==> src/logic/vfd_pkg.sv <==
// Purpose: shared constants and types for the display scan controller
// Assumes: one 40 MHz clock, synchronous active-low reset
// Notes: lit and blank counts derive from the clock rate below
// ---------------------------------------------------------------
// Behaviour
// - raise bank 0 select before presenting its segment byte
// - pulse the load strobe high to latch data into the selected bank
// - raise bank 1 select, then pulse the strobe to latch its byte
// - segment bytes leave on an eight-bit parallel bus
// - two ten-bit serial drivers hold digits 1-10 and 11-20
// - each digit bit is presented, then clocked in on a rising edge
// - both drivers form one chain; all twenty bits go in one load
// - exactly one digit is enabled at a time, in turn
// - display stays blanked while segment or digit data loads
// - blank high switches every segment and digit driver off
// - each digit lit about 500 us, then blanked about 100 us
// - digits scan ascending from first to twentieth, then repeat
// - on a request pulse the controller raises busy while handling it
// - busy falls when the byte is handled; host waits for that
// - byte exchange repeats until all twenty digits have content
// - scanning continues whenever no host byte is being handled
// - time base is the crystal divided by four, setting scan intervals; the code derives lit and blank counts from CLOCK_HZ instead
// ---------------------------------------------------------------
package vfd_pkg;

   // ---------------------------------------------------------------
   // time base
   // ---------------------------------------------------------------
   localparam int CLOCK_HZ = 40_000_000;
   localparam int XTAL_HZ = 4_096_000;
   localparam int BUS_DIVIDE = 4;
   localparam int BUS_HZ = XTAL_HZ / BUS_DIVIDE;
   localparam int LIT_TIME_US = 500;
   localparam int BLANK_TIME_US = 100;
   // nominal figures, so plain floor is used for both
   localparam int LIT_CYCLES = LIT_TIME_US * (CLOCK_HZ / 1_000_000);
   localparam int BLANK_CYCLES = BLANK_TIME_US * (CLOCK_HZ / 1_000_000);
   localparam int BUSY_CYCLES = 4;
   localparam int SHIFT_HALF_CYCLES = 2;

   // ---------------------------------------------------------------
   // display geometry
   // ---------------------------------------------------------------
   localparam int DIGIT_COUNT = 20;
   localparam int BANK_COUNT = 2;
   localparam int FRAME_BYTES = DIGIT_COUNT * BANK_COUNT;
   localparam logic [7:0] SEG_IDLE = 8'h00;

   typedef enum {
      SCAN_IDLE,
      SCAN_SEL0,
      SCAN_DATA0,
      SCAN_STROBE0,
      SCAN_SEL1,
      SCAN_DATA1,
      SCAN_STROBE1,
      SCAN_SHIFT_START,
      SCAN_SHIFT_WAIT,
      SCAN_BLANK_HOLD,
      SCAN_LIT
   } vfd_scan_e;

   typedef struct packed {
      logic [7:0] hostDisplayBus;
      logic displaySelectRequest_n;
   } vfd_host_s;

   typedef struct packed {
      logic segmentBank0Select;
      logic segmentBank1Select;
      logic segmentLoadPulse;
      logic [7:0] segmentDataBus;
      logic digitSerialIn;
      logic digitShiftClock;
      logic displayBlank;
   } vfd_panel_s;

endpackage

==> src/logic/vfd_scan_controller.sv <==
// Purpose: twenty-digit display controller, host byte intake and scan
// Assumes: host request already synchronous to clock
// Notes: host may rewrite bytes while scanning; tearing is accepted
`timescale 1ns/1ps
module vfd_scan_controller #(
   parameter int LIT_CYCLES = vfd_pkg::LIT_CYCLES,
   parameter int BLANK_CYCLES = vfd_pkg::BLANK_CYCLES,
   parameter int BUSY_CYCLES = vfd_pkg::BUSY_CYCLES,
   parameter int DIGITS = vfd_pkg::DIGIT_COUNT
) (
   input wire logic clock,
   input wire logic reset_n,
   input wire vfd_pkg::vfd_host_s host,
   output logic busy,
   output vfd_pkg::vfd_panel_s panel
);

   localparam int IDX_W = 5;
   localparam int ADDR_W = IDX_W + 1;
   localparam int BYTES = DIGITS * vfd_pkg::BANK_COUNT;
   localparam int CNT_W = $clog2(LIT_CYCLES + BLANK_CYCLES + 1);
   // select, data, strobe for each bank plus the shift itself
   localparam int LOAD_CYCLES = 7 + DIGITS * 2 * vfd_pkg::SHIFT_HALF_CYCLES;

   // ---------------------------------------------------------------
   // elaboration checks
   // ---------------------------------------------------------------
   if (LIT_CYCLES < 1 || BUSY_CYCLES < 1) begin : g_check_time
      $error("vfd_scan_controller: interval counts must be positive");
   end
   if (BLANK_CYCLES <= LOAD_CYCLES) begin : g_check_blank
      $error("vfd_scan_controller: blank interval shorter than a load");
   end
   if (DIGITS < 2 || DIGITS > (1 << IDX_W)) begin : g_check_digits
      $error("vfd_scan_controller: digit count not supported");
   end
   if (BUSY_CYCLES > 256) begin : g_check_busy
      $error("vfd_scan_controller: busy count exceeds its counter");
   end
   if (BYTES > (1 << ADDR_W)) begin : g_check_frame
      $error("vfd_scan_controller: frame does not fit its index");
   end
   // fabric clock must be no slower than the time base it stands in for
   if (vfd_pkg::CLOCK_HZ < vfd_pkg::BUS_HZ) begin : g_check_base
      $error("vfd_scan_controller: clock slower than the scan time base");
   end

   // ---------------------------------------------------------------
   // storage
   // ---------------------------------------------------------------
   logic [7:0] frameMem [BYTES];

   function automatic logic [ADDR_W-1:0] frameAddr(
      input logic [IDX_W-1:0] digit,
      input logic bank
   );
      frameAddr = {digit, bank};
   endfunction

   // ---------------------------------------------------------------
   // host intake
   // ---------------------------------------------------------------
   logic requestPrev_reg;
   logic busy_reg;
   logic [7:0] busyCount_reg;
   logic [ADDR_W-1:0] writeIndex_reg;
   logic frameReady_reg;
   logic requestFall;
   logic acceptByte;
   logic lastByte;

   assign requestFall = requestPrev_reg & ~host.displaySelectRequest_n;
   assign acceptByte = requestFall & ~busy_reg;
   assign lastByte = (writeIndex_reg == ADDR_W'(BYTES - 1));
   assign busy = busy_reg;

   // reset value matches the idle-high request line
   always_ff @(posedge clock) begin
      if (!reset_n) begin
         requestPrev_reg <= 1'b1;
      end else begin
         requestPrev_reg <= host.displaySelectRequest_n;
      end
   end

   // ---------------------------------------------------------------
   // busy timer
   // ---------------------------------------------------------------
   // requests landing while busy are dropped, there is no queue
   always_ff @(posedge clock) begin
      if (!reset_n) begin
         busy_reg <= 1'b0;
         busyCount_reg <= 8'h00;
      end else if (acceptByte) begin
         busy_reg <= 1'b1;
         busyCount_reg <= 8'h00;
      end else if (busy_reg) begin
         if (busyCount_reg == 8'(BUSY_CYCLES - 1)) begin
            busy_reg <= 1'b0;
         end else begin
            busyCount_reg <= busyCount_reg + 8'h01;
         end
      end
   end

   // ---------------------------------------------------------------
   // frame store
   // ---------------------------------------------------------------
   // bytes arrive in digit order, bank 0 then bank 1 for each digit
   // no reset on the store: nothing reads it before a whole frame
   always_ff @(posedge clock) begin
      if (acceptByte) begin
         frameMem[writeIndex_reg] <= host.hostDisplayBus;
      end
   end

   always_ff @(posedge clock) begin
      if (!reset_n) begin
         writeIndex_reg <= '0;
         frameReady_reg <= 1'b0;
      end else if (acceptByte) begin
         if (lastByte) begin
            writeIndex_reg <= '0;
            frameReady_reg <= 1'b1;
         end else begin
            writeIndex_reg <= writeIndex_reg + ADDR_W'(1);
         end
      end
   end

   // ---------------------------------------------------------------
   // scan sequencer
   // ---------------------------------------------------------------
   vfd_pkg::vfd_scan_e state_reg;
   vfd_pkg::vfd_scan_e state_next;
   logic [IDX_W-1:0] digit_reg;
   logic [CNT_W-1:0] interval_reg;
   logic shiftStart;
   logic shiftDone;
   logic blankDone;
   logic litDone;
   logic lastDigit;
   logic intervalRestart;

   assign blankDone = (interval_reg >= CNT_W'(BLANK_CYCLES - 1));
   assign litDone = (interval_reg == CNT_W'(LIT_CYCLES - 1));
   assign lastDigit = (digit_reg == IDX_W'(DIGITS - 1));
   assign shiftStart = (state_reg == vfd_pkg::SCAN_SHIFT_START);
   assign intervalRestart = (state_next != state_reg) &&
                            (state_next == vfd_pkg::SCAN_SEL0 || state_next == vfd_pkg::SCAN_LIT);

   always_comb begin
      state_next = state_reg;
      unique case (state_reg)
         vfd_pkg::SCAN_IDLE: begin
            if (frameReady_reg) begin
               state_next = vfd_pkg::SCAN_SEL0;
            end
         end
         vfd_pkg::SCAN_SEL0: begin
            state_next = vfd_pkg::SCAN_DATA0;
         end
         vfd_pkg::SCAN_DATA0: begin
            state_next = vfd_pkg::SCAN_STROBE0;
         end
         vfd_pkg::SCAN_STROBE0: begin
            state_next = vfd_pkg::SCAN_SEL1;
         end
         vfd_pkg::SCAN_SEL1: begin
            state_next = vfd_pkg::SCAN_DATA1;
         end
         vfd_pkg::SCAN_DATA1: begin
            state_next = vfd_pkg::SCAN_STROBE1;
         end
         vfd_pkg::SCAN_STROBE1: begin
            state_next = vfd_pkg::SCAN_SHIFT_START;
         end
         vfd_pkg::SCAN_SHIFT_START: begin
            state_next = vfd_pkg::SCAN_SHIFT_WAIT;
         end
         vfd_pkg::SCAN_SHIFT_WAIT: begin
            if (shiftDone) begin
               state_next = vfd_pkg::SCAN_BLANK_HOLD;
            end
         end
         vfd_pkg::SCAN_BLANK_HOLD: begin
            if (blankDone) begin
               state_next = vfd_pkg::SCAN_LIT;
            end
         end
         vfd_pkg::SCAN_LIT: begin
            if (litDone) begin
               state_next = vfd_pkg::SCAN_SEL0;
            end
         end
      endcase
   end

   // scan runs beside host intake, so it never stalls for a byte
   always_ff @(posedge clock) begin
      if (!reset_n) begin
         state_reg <= vfd_pkg::SCAN_IDLE;
      end else begin
         state_reg <= state_next;
      end
   end

   // ---------------------------------------------------------------
   // interval timing
   // ---------------------------------------------------------------
   // blank counter starts with the load, lit counter with the light
   // it runs on in idle, where nothing reads it
   always_ff @(posedge clock) begin
      if (!reset_n) begin
         interval_reg <= '0;
      end else if (intervalRestart) begin
         interval_reg <= '0;
      end else begin
         interval_reg <= interval_reg + CNT_W'(1);
      end
   end

   // ---------------------------------------------------------------
   // digit index
   // ---------------------------------------------------------------
   always_ff @(posedge clock) begin
      if (!reset_n) begin
         digit_reg <= '0;
      end else if (state_reg == vfd_pkg::SCAN_LIT && litDone) begin
         if (lastDigit) begin
            digit_reg <= '0;
         end else begin
            digit_reg <= digit_reg + IDX_W'(1);
         end
      end
   end

   // ---------------------------------------------------------------
   // segment latch drive
   // ---------------------------------------------------------------
   logic bank0Select_reg;
   logic bank1Select_reg;
   logic loadPulse_reg;
   logic [7:0] segData_reg;
   logic blank_reg;

   // one select at a time, so a strobe never lands in both latches
   always_ff @(posedge clock) begin
      if (!reset_n) begin
         bank0Select_reg <= 1'b0;
         bank1Select_reg <= 1'b0;
      end else begin
         unique case (state_next)
            vfd_pkg::SCAN_SEL0, vfd_pkg::SCAN_DATA0, vfd_pkg::SCAN_STROBE0: begin
               bank0Select_reg <= 1'b1;
               bank1Select_reg <= 1'b0;
            end
            vfd_pkg::SCAN_SEL1, vfd_pkg::SCAN_DATA1, vfd_pkg::SCAN_STROBE1: begin
               bank0Select_reg <= 1'b0;
               bank1Select_reg <= 1'b1;
            end
            default: begin
               bank0Select_reg <= 1'b0;
               bank1Select_reg <= 1'b0;
            end
         endcase
      end
   end

   // ---------------------------------------------------------------
   // segment data and strobe
   // ---------------------------------------------------------------
   // data changes only after the select is up, held through the strobe
   always_ff @(posedge clock) begin
      if (!reset_n) begin
         segData_reg <= vfd_pkg::SEG_IDLE;
      end else if (state_next == vfd_pkg::SCAN_DATA0) begin
         segData_reg <= frameMem[frameAddr(digit_reg, 1'b0)];
      end else if (state_next == vfd_pkg::SCAN_DATA1) begin
         segData_reg <= frameMem[frameAddr(digit_reg, 1'b1)];
      end
   end

   always_ff @(posedge clock) begin
      if (!reset_n) begin
         loadPulse_reg <= 1'b0;
      end else begin
         loadPulse_reg <= (state_next == vfd_pkg::SCAN_STROBE0) ||
                          (state_next == vfd_pkg::SCAN_STROBE1);
      end
   end

   // ---------------------------------------------------------------
   // blanking
   // ---------------------------------------------------------------
   // blank covers idle and every load step; only the lit state lights
   always_ff @(posedge clock) begin
      if (!reset_n) begin
         blank_reg <= 1'b1;
      end else begin
         blank_reg <= (state_next != vfd_pkg::SCAN_LIT);
      end
   end

   // ---------------------------------------------------------------
   // digit chain drive
   // ---------------------------------------------------------------
   logic serialBit;
   logic shiftClock;

   // digit one goes in last, so it ends at the chain input end
   vfd_digit_shifter #(
      .DIGITS(DIGITS),
      .HALF(vfd_pkg::SHIFT_HALF_CYCLES),
      .IDX_W(IDX_W)
   ) u_shifter (
      .clock(clock),
      .reset_n(reset_n),
      .start(shiftStart),
      .digitIndex(digit_reg),
      .digitSerialIn(serialBit),
      .digitShiftClock(shiftClock),
      .done(shiftDone)
   );

   // ---------------------------------------------------------------
   // outputs
   // ---------------------------------------------------------------
   always_comb begin
      panel.segmentBank0Select = bank0Select_reg;
      panel.segmentBank1Select = bank1Select_reg;
      panel.segmentLoadPulse = loadPulse_reg;
      panel.segmentDataBus = segData_reg;
      panel.digitSerialIn = serialBit;
      panel.digitShiftClock = shiftClock;
      panel.displayBlank = blank_reg;
   end

endmodule

==> src/logic/vfd_digit_shifter.sv <==
// Purpose: serial one-hot digit load into the cascaded digit drivers
// Assumes: start only while idle; digitIndex steady during a load
// Notes: bit for the last digit goes first, since it travels furthest
`timescale 1ns/1ps
module vfd_digit_shifter #(
   parameter int DIGITS = vfd_pkg::DIGIT_COUNT,
   parameter int HALF = vfd_pkg::SHIFT_HALF_CYCLES,
   parameter int IDX_W = 5
) (
   input wire logic clock,
   input wire logic reset_n,
   input wire logic start,
   input wire logic [IDX_W-1:0] digitIndex,
   output logic digitSerialIn,
   output logic digitShiftClock,
   output logic done
);

   if (HALF < 1 || HALF > 256 || DIGITS < 2 || DIGITS > (1 << IDX_W)) begin : g_check
      $error("vfd_digit_shifter: unsupported parameters");
   end

   logic active_reg;
   logic [IDX_W-1:0] bitPos_reg;
   logic [7:0] phaseCount_reg;
   logic lastPhase;

   assign lastPhase = (phaseCount_reg == 8'(HALF - 1));

   // ---------------------------------------------------------------
   // bit walk
   // ---------------------------------------------------------------
   always_ff @(posedge clock) begin
      if (!reset_n) begin
         active_reg <= 1'b0;
         bitPos_reg <= '0;
         phaseCount_reg <= 8'h00;
         digitShiftClock <= 1'b0;
         digitSerialIn <= 1'b0;
         done <= 1'b0;
      end else begin
         done <= 1'b0;
         if (!active_reg) begin
            if (start) begin
               active_reg <= 1'b1;
               bitPos_reg <= IDX_W'(DIGITS - 1);
               phaseCount_reg <= 8'h00;
               digitShiftClock <= 1'b0;
               digitSerialIn <= (digitIndex == IDX_W'(DIGITS - 1));
            end
         end else if (!lastPhase) begin
            phaseCount_reg <= phaseCount_reg + 8'h01;
         end else if (!digitShiftClock) begin
            phaseCount_reg <= 8'h00;
            digitShiftClock <= 1'b1;
         end else begin
            phaseCount_reg <= 8'h00;
            digitShiftClock <= 1'b0;
            if (bitPos_reg == '0) begin
               // one continuous load covers both chained drivers
               active_reg <= 1'b0;
               digitSerialIn <= 1'b0;
               done <= 1'b1;
            end else begin
               bitPos_reg <= bitPos_reg - IDX_W'(1);
               digitSerialIn <= (digitIndex == bitPos_reg - IDX_W'(1));
            end
         end
      end
   end

endmodule

==> config.mk <==
export PLATFORM = sky130hd
export DESIGN_NAME = vfd_scan_controller
export DESIGN_NICKNAME = d
export VERILOG_FILES = /design/src/logic/vfd_pkg.sv /design/src/logic/vfd_scan_controller.sv /design/src/logic/vfd_digit_shifter.sv
export SDC_FILE = /design/constraint.sdc
export NUM_CORES = 1
export LEC_CHECK = 0
export BUFFER_PORTS_ARGS = -buffer_cell sky130_fd_sc_hd__buf_2
export CORE_MARGIN = 4
export CORE_UTILIZATION = 30
export DETAILED_ROUTE_END_ITERATION = 6
export PLACE_DENSITY = 0.53
export RECOVER_POWER = 25
export SETUP_SLACK_MARGIN = 0.1
export SYNTH_ARGS = -nofsm -noshare
export SYNTH_HDL_FRONTEND = slang
export SYNTH_HIERARCHICAL = 1
export SYNTH_SLANG_ARGS = --single-unit
==> constraint.sdc <==
create_clock -name clock -period 2.5 [get_ports clock]
set_input_delay 0.25 -clock clock [delete_from_list [all_inputs] [get_ports clock]]
set_output_delay 0.25 -clock clock [all_outputs]
set_load 0.005 [all_outputs]
Word-level counts from Yosys, hierarchy flattened:

Memory sizes are Yosys's and may differ from the RTL's. A register that Yosys moved wholly into a read port is not among the register bits.
Cells that the tools add are included.

* output and inout bits: 15
* bits of input ports: 11
* register bits after elaboration: 98
* word-level logic and storage cells: 129
* memories kept: 1
* RAM bits: 320

Memories
* frameMem: depth 40, bits a word 8, read ports 2, clocked after Yosys merged registers in 2, wr ports 1, line vfd_scan_controller.sv:51 `logic [7:0] frameMem [BYTES];`

* bitwise logic cells: 6
* muxes and demuxes: 43
* add/subtract/negate cells: 6
* eq/ne operators: 35
* magnitude comparators: 1
* reduce and logical (&&, ||, !) cells: 18

Operators with widths (count)
* $pmux 32 s11: 1
* $eq 32x3->1 const B: 9
* $eq 32x4->1 const B: 6
* $eq 32x2->1 const B: 5
* $mux 32: 4
* $eq 32x1->1 const B: 2
* $eq 32x5->1 const B: 2
* $mux 8: 5
* $logic_not 32->1: 1
* $ne 32x32->1: 1
* $ne 32x5->1 const B: 1
* $mux 5: 6
* $mux 6: 5
* $mux 1: 22
* $add 8x1->8 const B: 2
* $add 15x1->15 const B: 1
* $eq 15x15->1 const B: 1
* $ge 15x12->1 const B: 1
* $eq 8x1->1 const B: 1
* $eq 8x2->1 const B: 1
* $reduce_and 4->1: 2
* $add 6x1->6 const B: 1
* $eq 6x6->1 const B: 1
* $reduce_and 2->1: 3
* other kinds (15): 25

Logic depth before layout (Yosys ltp):

Gate-level depths: netlist of the first run.

* depth after elaboration: 7
* gate-level depth with buffers: 10
* mapped depth without buffers: 8

Hierarchy:

Netlist of the first run, hierarchy kept.

Modules (own cells, without submodules)
* vfd_scan_controller: sequential area each 11330.9 µm², area each 16315.6 µm², cells each 974, times used 1
* vfd_digit_shifter: sequential area each 340.3 µm², area each 1008.5 µm², cells each 107, times used 1

Worst setup path before layout of the first run:

OpenSTA, ideal clock, no wires.

* kind: register to register
* start point: register state_reg[30]
* end point: register u_shifter.phaseCount_reg[5]
* arrival time: 2347 ps
* setup slack: 38 ps
* path buffers: 1
* period minus slack after synthesis: 2462 ps
* stages on the path, launching flop included: 9
* path through: dfxtp_1 > nor4_4 > and4_2 > nand2_1 > nor4b_1 > or2_2 > clkbuf_1 > o211ai_1 > and3_1

* longest elaborated chain between the ends: 2

RTL lines
* from (decl): line vfd_scan_controller.sv:134 `vfd_pkg::vfd_scan_e state_reg;`
* from (signal assigned): line vfd_scan_controller.sv:202 `state_reg <= vfd_pkg::SCAN_IDLE;`
* from (signal assigned): line vfd_scan_controller.sv:204 `state_reg <= state_next;`
* $eq 32x4->1: line vfd_scan_controller.sv:148 `assign shiftStart = (state_reg == vfd_pkg::SCAN_SHIFT_START);`
* named net shiftStart: line vfd_scan_controller.sv:138 `logic shiftStart;`
* $reduce_bool 2->1 (no line)
* to (signal assigned): line vfd_digit_shifter.sv:52 `phaseCount_reg <= phaseCount_reg + 8'h01;`
* to (decl): line vfd_digit_shifter.sv:25 `logic [7:0] phaseCount_reg;`

The timed path passes the listed nets, and every way through them passes these cells.
A chain may end at the register's enable or synchronous reset.

Final worst setup path of the first run:

* start point: register state_reg[19]
* end point: register segData_reg[0]

* longest elaborated chain between the ends: 4
* elaborated cells on any way between the ends: 20

RTL lines
* $eq 32x4->1 (tied with other cells): line vfd_scan_controller.sv:154 `unique case (state_reg)`
* $pmux 32 s11 *: line vfd_scan_controller.sv:154
* $eq 32x3->1 / $eq 32x4->1 (equally long branches): line vfd_scan_controller.sv:277, vfd_scan_controller.sv:279
* $mux 8 / $reduce_bool 2->1 (equally long branches)
* to (signal assigned): line vfd_scan_controller.sv:276 `segData_reg <= vfd_pkg::SEG_IDLE;`
* to (signal assigned): line vfd_scan_controller.sv:278 `segData_reg <= frameMem[frameAddr(digit_reg, 1'b0)];`
* to (signal assigned): line vfd_scan_controller.sv:280 `segData_reg <= frameMem[frameAddr(digit_reg, 1'b1)];`
* to (decl): line vfd_scan_controller.sv:244 `logic [7:0] segData_reg;`

Mark *: on every way between the ends. The rest lies on a longest branch, timed or not.

==> out/qor.csv, run 1 <==
metric,value,unit
first_pass_iters,4,
ys_ff_latch,423,
syn_inst,1081,
rsz0062_at_grt,yes,
seq_area_frac_synth,67.4,%
postLayoutCoreUtil,36.5,%
critPathMaxStageDelay,480,ps
ant_nets,0,
endpoint_kind,flip-flop,
clk_path_buf_depth,3,
clk_pin_slew,60,ps
worstMarginPinSlew,1930,ps
routed_wl,38.5,mm
clock_sinks,423,
synth_area_leaders,"edfxtp_1 55%, dfxtp_1 12%, mux4_2 10%, nor2_1 2.3%, mux2i_1 1.2%",
dieHeight,248,um
status,finished with violations,
drtIter0Drc,582,
violations,"capacitance limit, slew limit",
drive_above_1_share,30.2,%
syn_area_per_cell,16.0,um2
p_total,16.7,mW
die_w,248,um
hold_violations,0,
clock_latency,570,ps
dp.final_hpwl,24.8,mm
grt_max_degree,42,
antenna_cells,0,
drc,0,
routabilityCongestion,0.817,
ir_drop,0.000443,V
worstPathRequired,2990,ps
synth_area_leader_cell,edfxtp_1,
root_buffer,clkbuf_16,
clock.fmax,408,MHz
finalSetupViolations,0,
largest_reg_flops,320,
crit_path_start_kind,flip-flop,
fin_ws,47.0,ps
numCtsBuffers,45,
tns,0,ps
hp-class,in -> reg,
routed_via_density,4.82,
worstPathCellList,nor4_4 -> nand4_4 -> buf_6 -> nor4_2 -> buf_4 -> a21oi_4 -> buf_4 -> or4_1 -> a31oi_1,
synthArstFlopShare,0,%
fin_crit,2450,ps
grt_overflow_total,0,
synth_area,0.0173,mm2
drv_cap,6,
critical_path_arrival,2940,ps
slew-limit-headroom,-28.8,%
wl_per_cell,19.3,um
yosys.cell_types.count,89,
dpl_worst_slack,-86.3,ps
nets,1223,
crit_family,simple AND/OR/NAND/NOR gates,
ios,26,
ys.flop_type,edfxtp_1,
final_common_cell,edfxtp_1,
die_area,0.0617,mm2
syn_to_final_growth,19.7,%
finalMaxSlewViolations,246,
num_rows,87,
core_region_area,0.0568,mm2
antenna_found_initial,0,
layout_common_cells,"320 x edfxtp_1, 103 x nor2_1, 99 x dfxtp_1, 94 x buf_4, 78 x mux4_2",
critPathKind,reg -> reg,
clock_tree.htree_level_count,2,
via_count,9623,
numPortBuffers,25,
fillCellCount,5422,
ys_warn_count,6,
crit_slowest_cell,or4_1,
synth_top_area_share,55.5,%
grt_pass1_vias,9779,
power_leakage,6.69,nW
finalCritPeriodShare,98.1,%
fin_skew,17.9,ps
initial_core_util,30.5,%
critical_path.max_fanout,11,
cpMostUsedCell,buf_4,
grt_pass1_wl,58.9,mm
grt_usage,12.4,%
synth_nets,1099,
tritoncts,yes,
path_buf_inv,3,
synth_edf_count,320,
p_per_area,805,mW/mm2
## area by class of cell
type | count | area (um2) | area share [%]
clock inverter | 22 | 219 | 1.06
multi-input combinational | 586 | 5530 | 26.7
timing repair buffer | 137 | 1110 | 5.33
clock buffer | 60 | 1210 | 5.85
tap | 756 | 946 | 4.56
inverter | 12 | 45.0 | 0.217
sequential | 423 | 11700 | 56.3
## cells in the mapped netlist (4+ instances only)
master,number
a211oi_1,5
a21oi_1,16
a221oi_1,8
a311oi_1,7
a31oi_1,13
and2_1,32
and3_1,11
and4_1,4
buf_1,9
buf_2,4
buf_4,16
buf_6,6
clkbuf_1,20
clkbuf_8,5
dfxtp_1,103
edfxtp_1,320
ha_1,7
inv_1,11
mux2_2,12
mux2i_1,21
mux4_2,78
nand2_1,42
nand2b_1,6
nand3_1,16
nand3b_1,6
nand4_1,15
nor2_1,105
nor2b_1,5
nor3_1,12
nor3_2,11
nor4_1,9
nor4_4,5
o211ai_1,4
o21ai_0,18
o31ai_1,9
o41ai_1,5
or3_1,6
xnor2_1,14
xor2_1,18
## worst paths after layout
kind,start,endpoint,slack (ps),cells past startpoint
worst min-delay path,host[5],frameMem[25][4],360,1
worst max-delay path,state_reg[19],segData_reg[0],50,9
worst min register to register,busyCount_reg[7],busyCount_reg[7],500,2
worst max register to register,state_reg[19],segData_reg[0],50,9
## layer usage
layer	vias to the layer above	track usage, %	wire (um)	share of wire, %
met4	0	3.28	886	2.3
met3	60	2.73	1530	4.0
li1	4483	-	-	-
met5	-	0	0	0
met2	150	19.6	18100	47
met1	4930	17.3	18000	47
## kinds of logic after synthesis
kind of cell	count (synthesis)	share of synthesized area, %
flops	423	67.4
simple gates	319	10.7
compound gates	117	5.14
mux	111	12.1
buf+inv	72	2.48
xor+xnor	32	1.62
fa+ha+maj	7	0.506
## report_power, final
group | total (mW) | switching (mW) | internal, mW
Sequential | 7.75 | 0.0850 | 7.67
Clock | 6.49 | 2.67 | 3.82
Combinational | 2.45 | 1.39 | 1.07
Total | 16.7 | 4.14 | 12.6
## what timing repair did
action,4_1_cts,5_1_grt
endpoints found under the hold margin,2,0
setup buffers,4,10
resized for setup,36,32
setup endpoints to repair,51,64
cloned,0,2
pin swaps,8,7
hold buffers,2,0
## metrics by stage
stage | cell area (um2) | hold WS (ps) | cells
4_1_cts | 20500 | 273 | 1984
6_report | 20700 | 362 | 1996
3_5_place_dp | 18800 | 465 | 1896
3_3_place_gp | 18800 | 464 | 1896
5_1_grt | 20700 | 374 | 1996
2_1_floorplan | 17300 | 349 | 1081
Note: power is estimated with default switching activity, not from simulation.
==> run 2, diff against run 1 <==
--- a/config.mk
+++ b/config.mk
@@ -9,6 +9,7 @@
 export CORE_MARGIN = 4
 export CORE_UTILIZATION = 30
 export DETAILED_ROUTE_END_ITERATION = 6
+export MAX_ROUTING_LAYER = met4
 export PLACE_DENSITY = 0.53
 export RECOVER_POWER = 25
 export SETUP_SLACK_MARGIN = 0.1
==> run 2 against run 1 <==
Compared with the run above:
- the flow still finishes with violations (capacitance limit, slew limit)
- worst setup slack lost 8.6 ps
- first-iteration DRC count shrank 5.7%
- sequential share of layout area grew 0.23 points
- die area is the same
- critical path type unchanged
- clock skew grew 0.86 ps
- clock-buffer cell count is the same
- largest power group unchanged
- total power shrank 0.76%
- clock power is essentially flat
- cell area shrank 0.40%
==> out/qor.csv, run 2 (synthesis gave the netlist of run 1 again) <==
metric,value,unit,change
p_per_area,802,mW/mm2,-0.36%
finalCritPeriodShare,98.5,%,+0.35 points
r2r-start,state_reg[19],,
finalMaxSlewViolations,246,,unchanged
die_w,248,um,unchanged
clock.fmax,406,MHz,-0.35%
antenna_cells,0,,unchanged
crit_path_start_kind,flip-flop,,
crit_slowest_cell,or3_4,,
dpl_worst_slack,-86.3,ps,unchanged
worstPathRequired,2970,ps,-20 ps
fin_skew,18.8,ps,+0.856 ps
min_path_cells,1,,unchanged
min_to,frameMem[25][4],,
ir_drop,0.000474,V,+7.0%
clk_pin_slew,60,ps,about the same
die_area,0.0617,mm2,unchanged
drv_cap,6,,unchanged
fin_crit,2460,ps,+8.65 ps
hold_violations,0,,unchanged
grt_pass1_vias,9767,,-0.12%
wl_per_cell,19.2,um,-0.43%
clock_latency,570,ps,about the same
critPathKind,reg -> reg,,
holdWs,371,ps,+8.99 ps
multi_input_area,0.00549,mm2,-0.79%
initial_core_util,30.5,%,unchanged
ios,26,,unchanged
fin_ws,38.4,ps,-8.65 ps
nets,1221,,-0.16%
grt_overflow_total,0,,unchanged
drtIter0Drc,549,,-5.7%
layout_common_cells,"320 x edfxtp_1, 102 x nor2_1, 99 x dfxtp_1, 95 x buf_4, 78 x mux4_2",,
worstPathCellList,nor4_4 -> nand4_4 -> buf_6 -> o31a_4 -> a21oi_4 -> o21ai_4 -> or3_4 -> a311oi_1,,
hp-class,in -> reg,,
fillCellCount,5430,,+0.15%
power_leakage,6.66,nW,-0.44%
first_pass_iters,5,,+1
largest_reg_flops,320,,unchanged
tritoncts,yes,,
clk_path_buf_depth,3,,unchanged
rsz0062_at_grt,yes,,
tns,0,ps,unchanged
routed_via_density,4.81,,-0.28%
clock_sinks,423,,unchanged
ant_nets,0,,unchanged
worstMarginPinSlew,1940,ps,+11.5 ps
worstRegToRegCells,8,,-1
antenna_found_initial,0,,unchanged
finalSetupViolations,0,,unchanged
worstHoldStart,host[5],,
root_buffer,clkbuf_16,,
drc,0,,unchanged
numPortBuffers,25,,unchanged
core_region_area,0.0568,mm2,unchanged
syn_to_final_growth,19.2,%,
status,finished with violations,,
critical_path_arrival,2940,ps,about the same
via_count,9586,,-0.38%
critPathMaxStageDelay,400,ps,-80 ps
final_common_cell,edfxtp_1,,
dieHeight,248,um,unchanged
routed_wl,38.3,mm,-0.53%
grt_usage,12.8,%,+0.38 points
drive_above_1_share,29.6,%,-0.60 points
dp.final_hpwl,24.8,mm,unchanged
critical_path.max_fanout,8,,-3
grt_pass1_wl,58.9,mm,about the same
violations,"capacitance limit, slew limit",,
reg2reg_to,segData_reg[1],,
numCtsBuffers,45,,unchanged
clock_tree.htree_level_count,2,,unchanged
reg2reg_slack,40,ps,about the same
grt_max_degree,42,,unchanged
routabilityCongestion,0.829,,+1.5%
slew-limit-headroom,-29.6,%,-0.77 points
num_rows,87,,unchanged
endpoint_kind,flip-flop,,
seq_area,0.0117,mm2,unchanged
postLayoutCoreUtil,36.4,%,-0.15 points
## run 2: metal layers
layer	track usage [%]	share of wire [%]	up-vias	routed length, um
li1	-	-	4479	-
met1	17.4	47	4887	17800
met2	19.6	47	161	17900
met3	2.71	4.3	59	1650
met4	3.28	2.3	0	890
met5	-	0	-	0
## run 2: through the flow
| step | instances | power (mW) | cell area, um2 |
|---|---|---|---|
| after floorplan | 1081 | 9.23 | 17300 |
| after global placement | 1896 | 9.82 | 18800 |
| after detailed placement | 1896 | 9.85 | 18800 |
| after CTS | 1984 | 16.6 | 20500 |
| after global routing | 1994 | 17.2 | 20700 |
| final | 1994 | 16.6 | 20700 |
## run 2: worst max-delay path by stage
stage / start / endpoint / cells after the start
3_5_place_dp: state_reg[28] / segData_reg[2] / 8
6_report: state_reg[19] / segData_reg[1] / 8
4_1_cts: state_reg[20] / segData_reg[0] / 7
5_1_grt: state_reg[5] / interval_reg[14] / 8
2_1_floorplan: state_reg[5] / interval_reg[2] / 8
3_3_place_gp: state_reg[28] / segData_reg[4] / 8
## run 2: final cells by class
type	instances	share of cell area, %
well taps	756	4.58
flip-flops and latches	423	56.5
multi-input cells	586	26.6
repair buffers	135	5.16
clock inverters	22	1.06
clock buffers	60	5.88
inverters	12	0.218
## run 2: critical path, delay by kind of cell (launching register included)
family,cells,cell delay [ps]
AOI/OAI and AO/OA,4,920
buffers and inverters,1,180
DFF,1,330
and+or+nand+nor,3,940
## run 2: what timing repair did
item	in CTS	in global routing
setup buffers	4	10
setup endpoints to repair	51	64
pin swaps	8	7
hold endpoints to repair	2	0
gates resized for setup	36	21
hold buffers	2	0
## run 2: power breakdown
part / switching (mW) / internal [mW]
clock network: 2.66 / 3.82
registers: 0.0829 / 7.67
logic: 1.34 / 0.988
